--- src/capture_pkg.sv ---
package capture_pkg;

    // companion timer width and instruction clock ratio
    localparam int unsigned TIMER_W = 16;
    localparam int unsigned CLK_SYS_HZ = 40_000_000;
    localparam int unsigned INSTR_HZ = CLK_SYS_HZ / 4;
    localparam int unsigned INSTR_DIV = CLK_SYS_HZ / INSTR_HZ;
    localparam logic [1:0] INSTR_DIV_LAST = 2'(INSTR_DIV - 1);

    // register byte offsets
    localparam logic [4:0] OFS_CONTROL = 5'h00;
    localparam logic [4:0] OFS_TIMER_CTRL = 5'h04;
    localparam logic [4:0] OFS_PIN_CTRL = 5'h08;
    localparam logic [4:0] OFS_TIMER = 5'h0c;
    localparam logic [4:0] OFS_CAPTURE = 5'h10;
    localparam logic [4:0] OFS_STATUS = 5'h14;
    localparam logic [4:0] OFS_MASK = 5'h18;

    // capture_mode_select codes
    localparam logic [3:0] MODE_OFF = 4'h0;
    localparam logic [3:0] MODE_CAP_FALL = 4'h4;
    localparam logic [3:0] MODE_CAP_RISE = 4'h5;
    localparam logic [3:0] MODE_CAP_RISE4 = 4'h6;
    localparam logic [3:0] MODE_CAP_RISE16 = 4'h7;
    localparam logic [1:0] MODE_CAP_GROUP = 2'h1;

    // event selector, low two bits of a capture mode
    localparam logic [1:0] SEL_FALL = 2'h0;
    localparam logic [1:0] SEL_RISE = 2'h1;
    localparam logic [1:0] SEL_RISE4 = 2'h2;
    localparam logic [1:0] SEL_RISE16 = 2'h3;

    // values after reset
    localparam logic [3:0] MODE_RST = MODE_OFF;
    localparam logic PIN_DIR_RST = 1'b1;
    localparam logic [TIMER_W-1:0] TIMER_RST = 16'h0000;
    localparam logic [31:0] RDATA_RST = 32'h0000_0000;
    localparam logic [3:0] PRESCALE_RST = 4'h0;

    // avalon-mm request from the master
    typedef struct packed {
        logic read;
        logic write;
        logic [4:0] address;
        logic [31:0] writedata;
        logic [3:0] byteenable;
    } avs_req_t;

endpackage : capture_pkg

--- src/signal_sync.sv ---
`timescale 1ns/10ps
module signal_sync
    import capture_pkg::*;
#(
    parameter int unsigned WIDTH = 2
)
(
    input wire logic clk_sys_in,
    input wire logic rst_n_in,
    input wire logic [WIDTH-1:0] async_in,
    output logic [WIDTH-1:0] sync_out
);

    typedef struct packed {
        logic [WIDTH-1:0] meta;
        logic [WIDTH-1:0] stable;
    } sync_state_t;

    sync_state_t q;
    sync_state_t d;

    // the first stage feeds only the second one
    always_comb
    begin
        d.meta = async_in;
        d.stable = q.meta;
    end

    always_ff @(posedge clk_sys_in or negedge rst_n_in)
    begin
        if (!rst_n_in)
            q <= '0;
        else
            q <= d;
    end

    assign sync_out = q.stable;

endmodule : signal_sync

--- src/edge_prescaler.sv ---
`timescale 1ns/10ps
module edge_prescaler
    import capture_pkg::*;
(
    input wire logic clk_sys_in,
    input wire logic rst_n_in,
    input wire logic tick_in,
    input wire logic pin_in,
    input wire logic enable_in,
    input wire logic [1:0] sel_in,
    output logic event_out
);

    typedef struct packed {
        logic prev;
        logic [3:0] cnt;
        logic hit;
    } edge_state_t;

    edge_state_t q;
    edge_state_t d;
    logic rise;
    logic fall;

    // edges are judged on instruction clock ticks only
    assign rise = pin_in & ~q.prev;
    assign fall = ~pin_in & q.prev;

    // the counter is shared by both prescaled modes, so a switch between them keeps it
    always_comb
    begin
        d = q;
        d.hit = 1'b0;
        if (tick_in)
            d.prev = pin_in;
        if (!enable_in)
            d.cnt = PRESCALE_RST;
        else if (tick_in)
        begin
            unique case (sel_in)
                SEL_FALL: d.hit = fall;
                SEL_RISE: d.hit = rise;
                SEL_RISE4:
                begin
                    d.cnt = q.cnt + 4'h1;
                    if (!rise)
                        d.cnt = q.cnt;
                    d.hit = rise && (q.cnt[1:0] == 2'h3);
                end
                SEL_RISE16:
                begin
                    d.cnt = q.cnt + 4'h1;
                    if (!rise)
                        d.cnt = q.cnt;
                    d.hit = rise && (q.cnt == 4'hf);
                end
            endcase
        end
    end

    always_ff @(posedge clk_sys_in or negedge rst_n_in)
    begin
        if (!rst_n_in)
            q <= '0;
        else
            q <= d;
    end

    assign event_out = q.hit;

    chk_off_clears: assert property (@(posedge clk_sys_in) disable iff (!rst_n_in)
        !enable_in |=> (q.cnt == 4'h0) && !event_out)
        else $error("prescaler not cleared while off");
    chk_fall_event: assert property (@(posedge clk_sys_in) disable iff (!rst_n_in)
        (enable_in && tick_in && sel_in == SEL_FALL && fall) |=> event_out)
        else $error("falling edge did not raise an event");
    chk_sixteenth_rise: assert property (@(posedge clk_sys_in) disable iff (!rst_n_in)
        (enable_in && tick_in && sel_in == SEL_RISE16 && rise) |=> event_out == $past(q.cnt == 4'hf))
        else $error("sixteenth rising edge miscounted");
    cov_sixteenth: cover property (@(posedge clk_sys_in) disable iff (!rst_n_in)
        event_out && $past(sel_in) == SEL_RISE16);

endmodule : edge_prescaler

--- src/input_capture_unit.sv ---
// The register offsets and the Avalon-MM register port were decided locally.
`timescale 1ns/10ps
module input_capture_unit
    import capture_pkg::*;
#(
    parameter int unsigned CAPTURE_W = TIMER_W
)
(
    input wire logic clk_sys_in,
    input wire logic arst_n_in,
    input wire avs_req_t avs_req_in,
    output logic [31:0] avs_readdata_out,
    output logic avs_waitrequest_out,
    input wire logic capture_pin_in,
    output logic capture_pin_out,
    output logic capture_pin_oe_out,
    input wire logic timer_ext_clk_in,
    input wire logic sleep_in,
    output logic irq_out
);

    typedef struct packed {
        logic ack;
        logic [31:0] rdata;
        logic [3:0] mode;
        logic tmr_on;
        logic tmr_ext;
        logic pin_dir;
        logic pin_latch;
        logic [CAPTURE_W-1:0] timer;
        logic [CAPTURE_W-1:0] cap;
        logic flag;
        logic mask;
        logic [1:0] div;
        logic ext_prev;
    } unit_state_t;

    localparam unit_state_t STATE_RST = '{
        ack: 1'b0,
        rdata: RDATA_RST,
        mode: MODE_RST,
        tmr_on: 1'b0,
        tmr_ext: 1'b0,
        pin_dir: PIN_DIR_RST,
        pin_latch: 1'b0,
        timer: TIMER_RST,
        cap: TIMER_RST,
        flag: 1'b0,
        mask: 1'b0,
        div: 2'h0,
        ext_prev: 1'b0
    };

    logic [1:0] rst_pipe_q;
    logic rst_n;
    unit_state_t q;
    unit_state_t d;
    logic [1:0] pins_sync;
    logic pin_sync;
    logic ext_sync;
    logic instr_tick;
    logic capture_on;
    logic cap_event;
    logic timer_step;
    logic req_any;
    logic wr_acc;
    logic rd_first;
    logic rd_clr;
    logic [4:0] word_addr;
    logic [31:0] rd_mux;

    // reset asserts at once and is released two clock edges later
    always_ff @(posedge clk_sys_in or negedge arst_n_in)
    begin
        if (!arst_n_in)
            rst_pipe_q <= 2'h0;
        else
            rst_pipe_q <= {rst_pipe_q[0], 1'b1};
    end

    assign rst_n = rst_pipe_q[1];

    // the pin input is sampled whatever the direction bit says
    signal_sync #(
        .WIDTH(2)
    ) u_pin_sync (
        .clk_sys_in(clk_sys_in),
        .rst_n_in(rst_n),
        .async_in({timer_ext_clk_in, capture_pin_in}),
        .sync_out(pins_sync)
    );

    assign pin_sync = pins_sync[0];
    assign ext_sync = pins_sync[1];

    // instruction clock tick, a quarter of the system clock
    assign instr_tick = (q.div == INSTR_DIV_LAST);
    assign capture_on = (q.mode[3:2] == MODE_CAP_GROUP);

    // edge detector and event prescaler, same logic for every instance
    edge_prescaler u_edge (
        .clk_sys_in(clk_sys_in),
        .rst_n_in(rst_n),
        .tick_in(instr_tick),
        .pin_in(pin_sync),
        .enable_in(capture_on),
        .sel_in(q.mode[1:0]),
        .event_out(cap_event)
    );

    // timer advances on instruction ticks, frozen in sleep, or on external clock rises
    assign timer_step = q.tmr_on && (q.tmr_ext ? (ext_sync && !q.ext_prev)
                                               : (instr_tick && !sleep_in));

    // bus strobes: one wait cycle, then the access is accepted
    assign req_any = avs_req_in.read || avs_req_in.write;
    assign wr_acc = avs_req_in.write && q.ack;
    assign rd_first = avs_req_in.read && !q.ack;
    assign word_addr = {avs_req_in.address[4:2], 2'h0};
    // status cleared when its value is latched, so a later event is never hidden
    assign rd_clr = rd_first && (word_addr == OFS_STATUS);

    // read multiplexer, unmapped words read as zero
    always_comb
    begin
        rd_mux = 32'h0000_0000;
        unique case (word_addr)
            OFS_CONTROL: rd_mux[3:0] = q.mode;
            OFS_TIMER_CTRL: rd_mux[1:0] = {q.tmr_ext, q.tmr_on};
            OFS_PIN_CTRL: rd_mux[1:0] = {q.pin_latch, q.pin_dir};
            OFS_TIMER: rd_mux[CAPTURE_W-1:0] = q.timer;
            OFS_CAPTURE: rd_mux[CAPTURE_W-1:0] = q.cap;
            OFS_STATUS: rd_mux[0] = q.flag;
            OFS_MASK: rd_mux[0] = q.mask;
            default: rd_mux = 32'h0000_0000;
        endcase
    end

    // next-state logic for the whole unit
    always_comb
    begin
        d = q;
        d.div = q.div + 2'h1;
        d.ext_prev = ext_sync;
        d.ack = req_any && !q.ack;
        if (req_any && !q.ack)
            d.rdata = rd_mux;
        if (timer_step)
            d.timer = q.timer + 16'h0001;
        if (wr_acc)
        begin
            unique case (word_addr)
                OFS_CONTROL:
                    if (avs_req_in.byteenable[0])
                        d.mode = avs_req_in.writedata[3:0];
                OFS_TIMER_CTRL:
                    if (avs_req_in.byteenable[0])
                    begin
                        d.tmr_on = avs_req_in.writedata[0];
                        d.tmr_ext = avs_req_in.writedata[1];
                    end
                OFS_PIN_CTRL:
                    if (avs_req_in.byteenable[0])
                    begin
                        d.pin_dir = avs_req_in.writedata[0];
                        d.pin_latch = avs_req_in.writedata[1];
                    end
                OFS_TIMER:
                begin
                    if (avs_req_in.byteenable[0])
                        d.timer[7:0] = avs_req_in.writedata[7:0];
                    if (avs_req_in.byteenable[1])
                        d.timer[15:8] = avs_req_in.writedata[15:8];
                end
                OFS_CAPTURE:
                begin
                    if (avs_req_in.byteenable[0])
                        d.cap[7:0] = avs_req_in.writedata[7:0];
                    if (avs_req_in.byteenable[1])
                        d.cap[15:8] = avs_req_in.writedata[15:8];
                end
                OFS_MASK:
                    if (avs_req_in.byteenable[0])
                        d.mask = avs_req_in.writedata[0];
                default:
                    d.mode = q.mode; // status and unmapped words ignore writes
            endcase
        end
        // a capture beats a software write of the same register; no overrun guard
        if (cap_event)
            d.cap = q.timer;
        // a new capture wins over the read clear in the same cycle
        d.flag = (q.flag && !rd_clr) || cap_event;
    end

    always_ff @(posedge clk_sys_in or negedge rst_n)
    begin
        if (!rst_n)
            q <= STATE_RST;
        else
            q <= d;
    end

    // outputs
    assign avs_readdata_out = q.rdata;
    assign avs_waitrequest_out = req_any && !q.ack;
    assign capture_pin_out = q.pin_latch;
    assign capture_pin_oe_out = !q.pin_dir; // pin drives while direction bit is 0
    assign irq_out = q.flag && q.mask;

    chk_cap_takes_timer: assert property (@(posedge clk_sys_in) disable iff (!rst_n)
        cap_event |=> q.cap == $past(q.timer))
        else $error("capture did not store the timer count");
    chk_flag_with_load: assert property (@(posedge clk_sys_in) disable iff (!rst_n)
        cap_event |=> q.flag && (q.cap == $past(q.timer)))
        else $error("flag not set with the capture load");
    chk_flag_sticky: assert property (@(posedge clk_sys_in) disable iff (!rst_n)
        (q.flag && !rd_clr) |=> q.flag)
        else $error("capture flag dropped without a status read");
    chk_read_clears: assert property (@(posedge clk_sys_in) disable iff (!rst_n)
        (rd_clr && !cap_event) |=> !q.flag)
        else $error("status read did not clear the flag");
    chk_overwrite_value: assert property (@(posedge clk_sys_in) disable iff (!rst_n)
        (q.flag && cap_event) |=> q.cap == $past(q.timer) && q.flag)
        else $error("unread capture was not overwritten");
    chk_sleep_holds: assert property (@(posedge clk_sys_in) disable iff (!rst_n)
        (sleep_in && !q.tmr_ext && !wr_acc) |=> q.timer == $past(q.timer))
        else $error("timer advanced in sleep on instruction clock");
    chk_tick_period: assert property (@(posedge clk_sys_in) disable iff (!rst_n)
        instr_tick |=> !instr_tick [*3] ##1 instr_tick)
        else $error("instruction tick period is not four cycles");
    chk_bus_one_wait: assert property (@(posedge clk_sys_in) disable iff (!rst_n)
        (req_any && !q.ack) |=> !avs_waitrequest_out)
        else $error("bus access waited more than one cycle");
    chk_irq_masked: assert property (@(posedge clk_sys_in) disable iff (!rst_n)
        !q.mask |-> !irq_out)
        else $error("interrupt raised while masked");

    // register side: each write is judged against the request that carried it,
    // timer and capture paths against their own enables

    // a control write lands on the next edge
    chk_mode_write: assert property (@(posedge clk_sys_in) disable iff (!rst_n)
        (wr_acc && word_addr == OFS_CONTROL && avs_req_in.byteenable[0])
            |=> q.mode == $past(avs_req_in.writedata[3:0]))
        else $error("control write did not set the capture mode");

    // a full timer write beats the increment of the same cycle
    chk_timer_write: assert property (@(posedge clk_sys_in) disable iff (!rst_n)
        (wr_acc && word_addr == OFS_TIMER && avs_req_in.byteenable[1:0] == 2'h3)
            |=> q.timer == $past(avs_req_in.writedata[15:0]))
        else $error("timer write was lost");

    // lane 0 alone still writes the low byte
    chk_timer_low_lane: assert property (@(posedge clk_sys_in) disable iff (!rst_n)
        (wr_acc && word_addr == OFS_TIMER && avs_req_in.byteenable[1:0] == 2'h1)
            |=> q.timer[7:0] == $past(avs_req_in.writedata[7:0]))
        else $error("timer low byte lane not written");

    // a stopped timer keeps its count
    chk_timer_off_holds: assert property (@(posedge clk_sys_in) disable iff (!rst_n)
        (!q.tmr_on && !wr_acc) |=> q.timer == $past(q.timer))
        else $error("stopped timer changed");

    // on the instruction clock the timer steps once per tick while awake
    chk_timer_int_step: assert property (@(posedge clk_sys_in) disable iff (!rst_n)
        (q.tmr_on && !q.tmr_ext && instr_tick && !sleep_in && !wr_acc)
            |=> q.timer == $past(q.timer) + 16'h0001)
        else $error("timer missed an instruction tick");

    // the external clock keeps the timer counting, sleep or not
    chk_timer_ext_step: assert property (@(posedge clk_sys_in) disable iff (!rst_n)
        (q.tmr_on && q.tmr_ext && ext_sync && !q.ext_prev && !wr_acc)
            |=> q.timer == $past(q.timer) + 16'h0001)
        else $error("timer missed an external clock edge");

    // no event leaves the prescaler while capture is off
    chk_off_no_event: assert property (@(posedge clk_sys_in) disable iff (!rst_n)
        !capture_on |=> !cap_event)
        else $error("event raised outside capture mode");

    // the flag rises only through a capture
    chk_flag_needs_event: assert property (@(posedge clk_sys_in) disable iff (!rst_n)
        (!q.flag && !cap_event) |=> !q.flag)
        else $error("flag set without a capture");

    // the stored value changes only by a capture or a write
    chk_cap_holds: assert property (@(posedge clk_sys_in) disable iff (!rst_n)
        (!cap_event && !wr_acc) |=> q.cap == $past(q.cap))
        else $error("capture value changed without cause");

    // the status read returns the flag as it stood before the clear
    chk_status_data: assert property (@(posedge clk_sys_in) disable iff (!rst_n)
        rd_clr |=> avs_readdata_out == {31'h0000_0000, $past(q.flag)})
        else $error("status read returned a wrong flag");

    // a synchronised rise is caught within one tick period
    chk_rise_latency: assert property (@(posedge clk_sys_in) disable iff (!rst_n)
        (capture_on && q.mode[1:0] == SEL_RISE && $rose(pin_sync)) |-> ##[1:4] cap_event)
        else $error("rising edge not captured in time");

    // a synchronised fall is caught within one tick period
    chk_fall_latency: assert property (@(posedge clk_sys_in) disable iff (!rst_n)
        (capture_on && q.mode[1:0] == SEL_FALL && $fell(pin_sync)) |-> ##[1:4] cap_event)
        else $error("falling edge not captured in time");

    // one accept per request, so no write lands twice
    chk_ack_pulse: assert property (@(posedge clk_sys_in) disable iff (!rst_n)
        q.ack |=> !q.ack)
        else $error("bus accept lasted more than one cycle");

    // a mask write lands on the next edge
    chk_mask_write: assert property (@(posedge clk_sys_in) disable iff (!rst_n)
        (wr_acc && word_addr == OFS_MASK && avs_req_in.byteenable[0])
            |=> q.mask == $past(avs_req_in.writedata[0]))
        else $error("mask write was lost");

    // direction and latch reach the pin outputs on the next edge
    chk_pin_write: assert property (@(posedge clk_sys_in) disable iff (!rst_n)
        (wr_acc && word_addr == OFS_PIN_CTRL && avs_req_in.byteenable[0])
            |=> capture_pin_oe_out == !$past(avs_req_in.writedata[0])
                && capture_pin_out == $past(avs_req_in.writedata[1]))
        else $error("pin control write did not reach the pin");

    cov_capture: cover property (@(posedge clk_sys_in) disable iff (!rst_n)
        cap_event ##1 irq_out);
    cov_overwrite: cover property (@(posedge clk_sys_in) disable iff (!rst_n)
        q.flag && cap_event);
    cov_output_pin_capture: cover property (@(posedge clk_sys_in) disable iff (!rst_n)
        capture_pin_oe_out && cap_event);
    cov_status_read: cover property (@(posedge clk_sys_in) disable iff (!rst_n)
        rd_clr && q.flag);

endmodule : input_capture_unit

--- config.mk ---
export PLATFORM = sky130hd
export DESIGN_NAME = input_capture_unit
export DESIGN_NICKNAME = d
export VERILOG_FILES = /design/src/capture_pkg.sv /design/src/signal_sync.sv /design/src/edge_prescaler.sv /design/src/input_capture_unit.sv
export SDC_FILE = /design/constraint.sdc
export NUM_CORES = 1
export LEC_CHECK = 0
export ABC_AREA = 0
export BUFFER_PORTS_ARGS = -buffer_cell sky130_fd_sc_hd__clkbuf_2
export CAP_MARGIN = 30
export CORE_ASPECT_RATIO = 0.9
export CORE_MARGIN = 8
export CORE_UTILIZATION = 56
export CTS_BUF_LIST = sky130_fd_sc_hd__clkbuf_4
export DETAILED_ROUTE_END_ITERATION = 16
export PLACE_DENSITY_LB_ADDON = 0.05
export SYNTH_ARGS = -nofsm -noshare
export SYNTH_HDL_FRONTEND = slang
export SYNTH_HIERARCHICAL = 1
export SYNTH_SLANG_ARGS = --single-unit
--- constraint.sdc ---
create_clock -name clk_sys_in -period 2.9 [get_ports clk_sys_in]
set_input_delay 0.145 -clock clk_sys_in [delete_from_list [all_inputs] [get_ports clk_sys_in]]
set_output_delay 0.145 -clock clk_sys_in [all_outputs]
set_load 0.02 [all_outputs]
==> metrics <==
leak pwr=1.83 nW; async set-reset flop share out of synthesis=1.00; largest net degree at the start of global routing=73; gpl congestion=0.754; Num CTS Buffers=9; max-cap violations=0; critical path depth=6; Design Area, Final=4220 um2; crit path launch=q[1]; num ports=84; Post-Route Setup TNS=0 ns; Startpoint Class=flop; WL final=7900 um; Detailed Route Iter0 Violations=200; all-layer global routing usage=0.172; buffers added on ports=47; Main synth FF type=dfrtp_1; fin crit share=0.686; Max Slew Vio Count=0; DR vias/cell=5.31; antenna violations before repair=0; DR vias=2695; Final Skew=0.0135 ns; top-area cell type share of the netlist area=0.491; R2R depth=6; relative slew slack=0.403; Place WS=0.894 ns; post-synthesis xor/xnor area fraction=0.0376; Hold Crit Class=in2reg; Post-Syn Area=3720 um2; Die ar.=9520 um2; WS Path Type=reg2reg; reg-to-reg critical path endpoint=q[27]; CP Capture Type=flop; sequential-to-total area share from yosys stat=0.498; global-route wire length before repair=12600 um; Routed WL per cell=15.6 um; reg-to-reg setup timing slack=0.91 ns; final hold vios=0; dominant cells by area after synthesis=dfrtp_1 49%, buf_4 6.9%, mux2i_1 5.4%; Critical Path End=q[27]; post-synthesis adder-cell area fraction=0.0101; clock transition at the registers of the reported paths=0.11 ns; final core occ=0.647; Layout area overhead=13.3%; Core ar.=6520 um2; fin nets=464; Final setup violation count=0; final antenna-violating net count=0; RSZ-0062 raised after global routing=no; largest family of logic cells by synthesized area=simple AND/OR/NAND/NOR gates; cell taking the most area after synthesis=dfrtp_1; initial core utilization=0.571; simple-gate share of the synthesized area=0.138; Synth warnings=6; worst slew pin tran=0.896 ns; Antenna diodes=0; Worst Path Required=3.18 ns; compound-cell area share of the yosys netlist=0.132; root buf cell=clkbuf_4; Worst VDD drop=0.401 mV; Top delay family on crit path=simple AND/OR/NAND/NOR gates; clk_lat worst skew=0.42 ns; fmax=0.502 GHz; reg2reg start=q[1]; HPWL Detailed=5460 um; critical path arrival=2.27 ns; # clock sinks=74; Mapped Cells=363; mux cell area share after synthesis=0.0931; number of synthesized flops with an enable pin=0; CP max stage delay=0.46 ns; Distinct cells, synth=40; vias in the first global route=2493; H-tree lvl count=3; syn avg cell area=10.3 um2; DIE WIDTH=102 um; Pwr per Cell Area=662 nW/um2; First-pass DRT Iterations=5; Crit-path slowest cell=or3b_4; clock buffer depth=2; Hold Slack=0.0389 ns; minimum clock period=1.99 ns; post-route setup slack=0.909 ns; share of cells above drive strength 1=0.215; die height=93.4 um; register bit count reported by yosys=74; CTS tree=yes; crit path max fanout=6; gr ovfl total=0; buffer and inverter count on the worst path=0; postcts setup bufs=0; status=finished, final reports clean; drt drc=0; Area after DPL=3850 um2; FP Rows=28; CP Cell Sequence=ha_1 -> or3b_4 -> a21oi_4 -> and4_1 -> xnor2_1 -> a21oi_1
kinds of logic after synthesis:
kind of cell / count (synthesis)
XOR/XNOR: 16
adder cells (fa/ha/maj): 3
other: 2
multiplexers: 32
buffers and inverters: 53
AO/OA/AOI/OAI: 81
AND/OR/NAND/NOR: 102
flip-flops: 74
per-stage QoR:
step                      instances  power (mW)
final                           508        2.80
after detailed placement        471        2.16
after global placement          471        2.13
after floorplan                 378        2.01
after CTS                       506        2.81
after global routing            508        2.98
cells in the mapped netlist (5+ instances only):
| library cell | count |
|---|---|
| clkbuf_1 | 10 |
| nand2_1 | 43 |
| xnor2_1 | 5 |
| mux2i_1 | 20 |
| buf_4 | 34 |
| nor2_1 | 19 |
| o21ai_1 | 10 |
| a21oi_1 | 16 |
| a22oi_1 | 14 |
| nand4_1 | 6 |
| o21ai_0 | 30 |
| mux2_2 | 11 |
| nand3_1 | 7 |
| dfrtp_1 | 73 |
| xor2_1 | 11 |
| buf_2 | 5 |
area by class of cell:
class | count | area (um2)
Sequential cell | 74 | 1850
Inverter | 4 | 15.0
Clock buffer | 10 | 75.1
Timing Repair Buffer | 73 | 505
Clock inverter | 6 | 58.8
Fill cell | 541 | 2300
Tap cell | 90 | 113
Multi-Input combinational cell | 251 | 1600
tightest hold or removal path, cell delays in order:
cell      delay, ns
clkbuf_2       0.10
nor2_1         0.12
a21oi_1        0.05
registers in the layout, indices dropped and copies added (netlist names):
signal and cells:
avs_readdata_out 16, capture_pin_out 1, q 45, rst_pipe_q 2
u_edge/event_out 1, u_edge/q 5, u_pin_sync/d 2, u_pin_sync/sync_out 2
where the power goes:
part	total (mW)	switching, mW	leakage, nW	internal, mW
registers	1.53	0.239	0.906	1.29
clock network	0.622	0.355	0.0698	0.267
logic	0.641	0.342	0.850	0.299
total	2.80	0.937	1.83	1.86
worst min-delay path by stage:
stage	to	slack [ns]	start	cells past startpoint
2_1_floorplan	rst_pipe_q[0]	-0.15	arst_n_in	0
3_3_place_gp	rst_pipe_q[0]	-0.07	arst_n_in	1
3_5_place_dp	rst_pipe_q[0]	-0.07	arst_n_in	1
4_1_cts	q[28]	0.007	avs_req_in[11]	3
5_1_grt	q[28]	0.03	avs_req_in[11]	3
6_report	q[28]	0.04	avs_req_in[11]	3
timing repair:
item,CTS,global route
hold buffers,19,0
endpoints found under the hold margin,24,0
gates resized for setup,0,0
layout by cell type (no fill, tap or decap), drive strengths merged, types with 2 or more instances in the layout:
cell / n
clkinv: 3
and3: 3
nand2: 43
buf: 7
and4: 4
mux2i: 20
nand3: 7
nor2: 20
conb: 17
or3: 3
clkbuf: 57
dfrtp: 73
dlygate4sd3: 19
nand3b: 4
a22oi: 14
o21ai: 40
a21oi: 18
and2: 3
xor2: 11
nor4b: 2
nand4: 6
inv: 4
xnor2: 5
a21boi: 4
mux2: 11
ha: 3
clkinvlp: 2
nor2b: 3
a21o: 2
routing by layer:
metal | vias to the layer above | wire, um | global-route usage
li1 | 1317 | - | -
met1 | 1282 | 3890 | 0.251
met2 | 88 | 3340 | 0.233
met3 | 8 | 606 | 0.0557
met4 | 0 | 71 | 0.0586
met5 | - | 0 | 0
(Power assumes the default switching activity.)
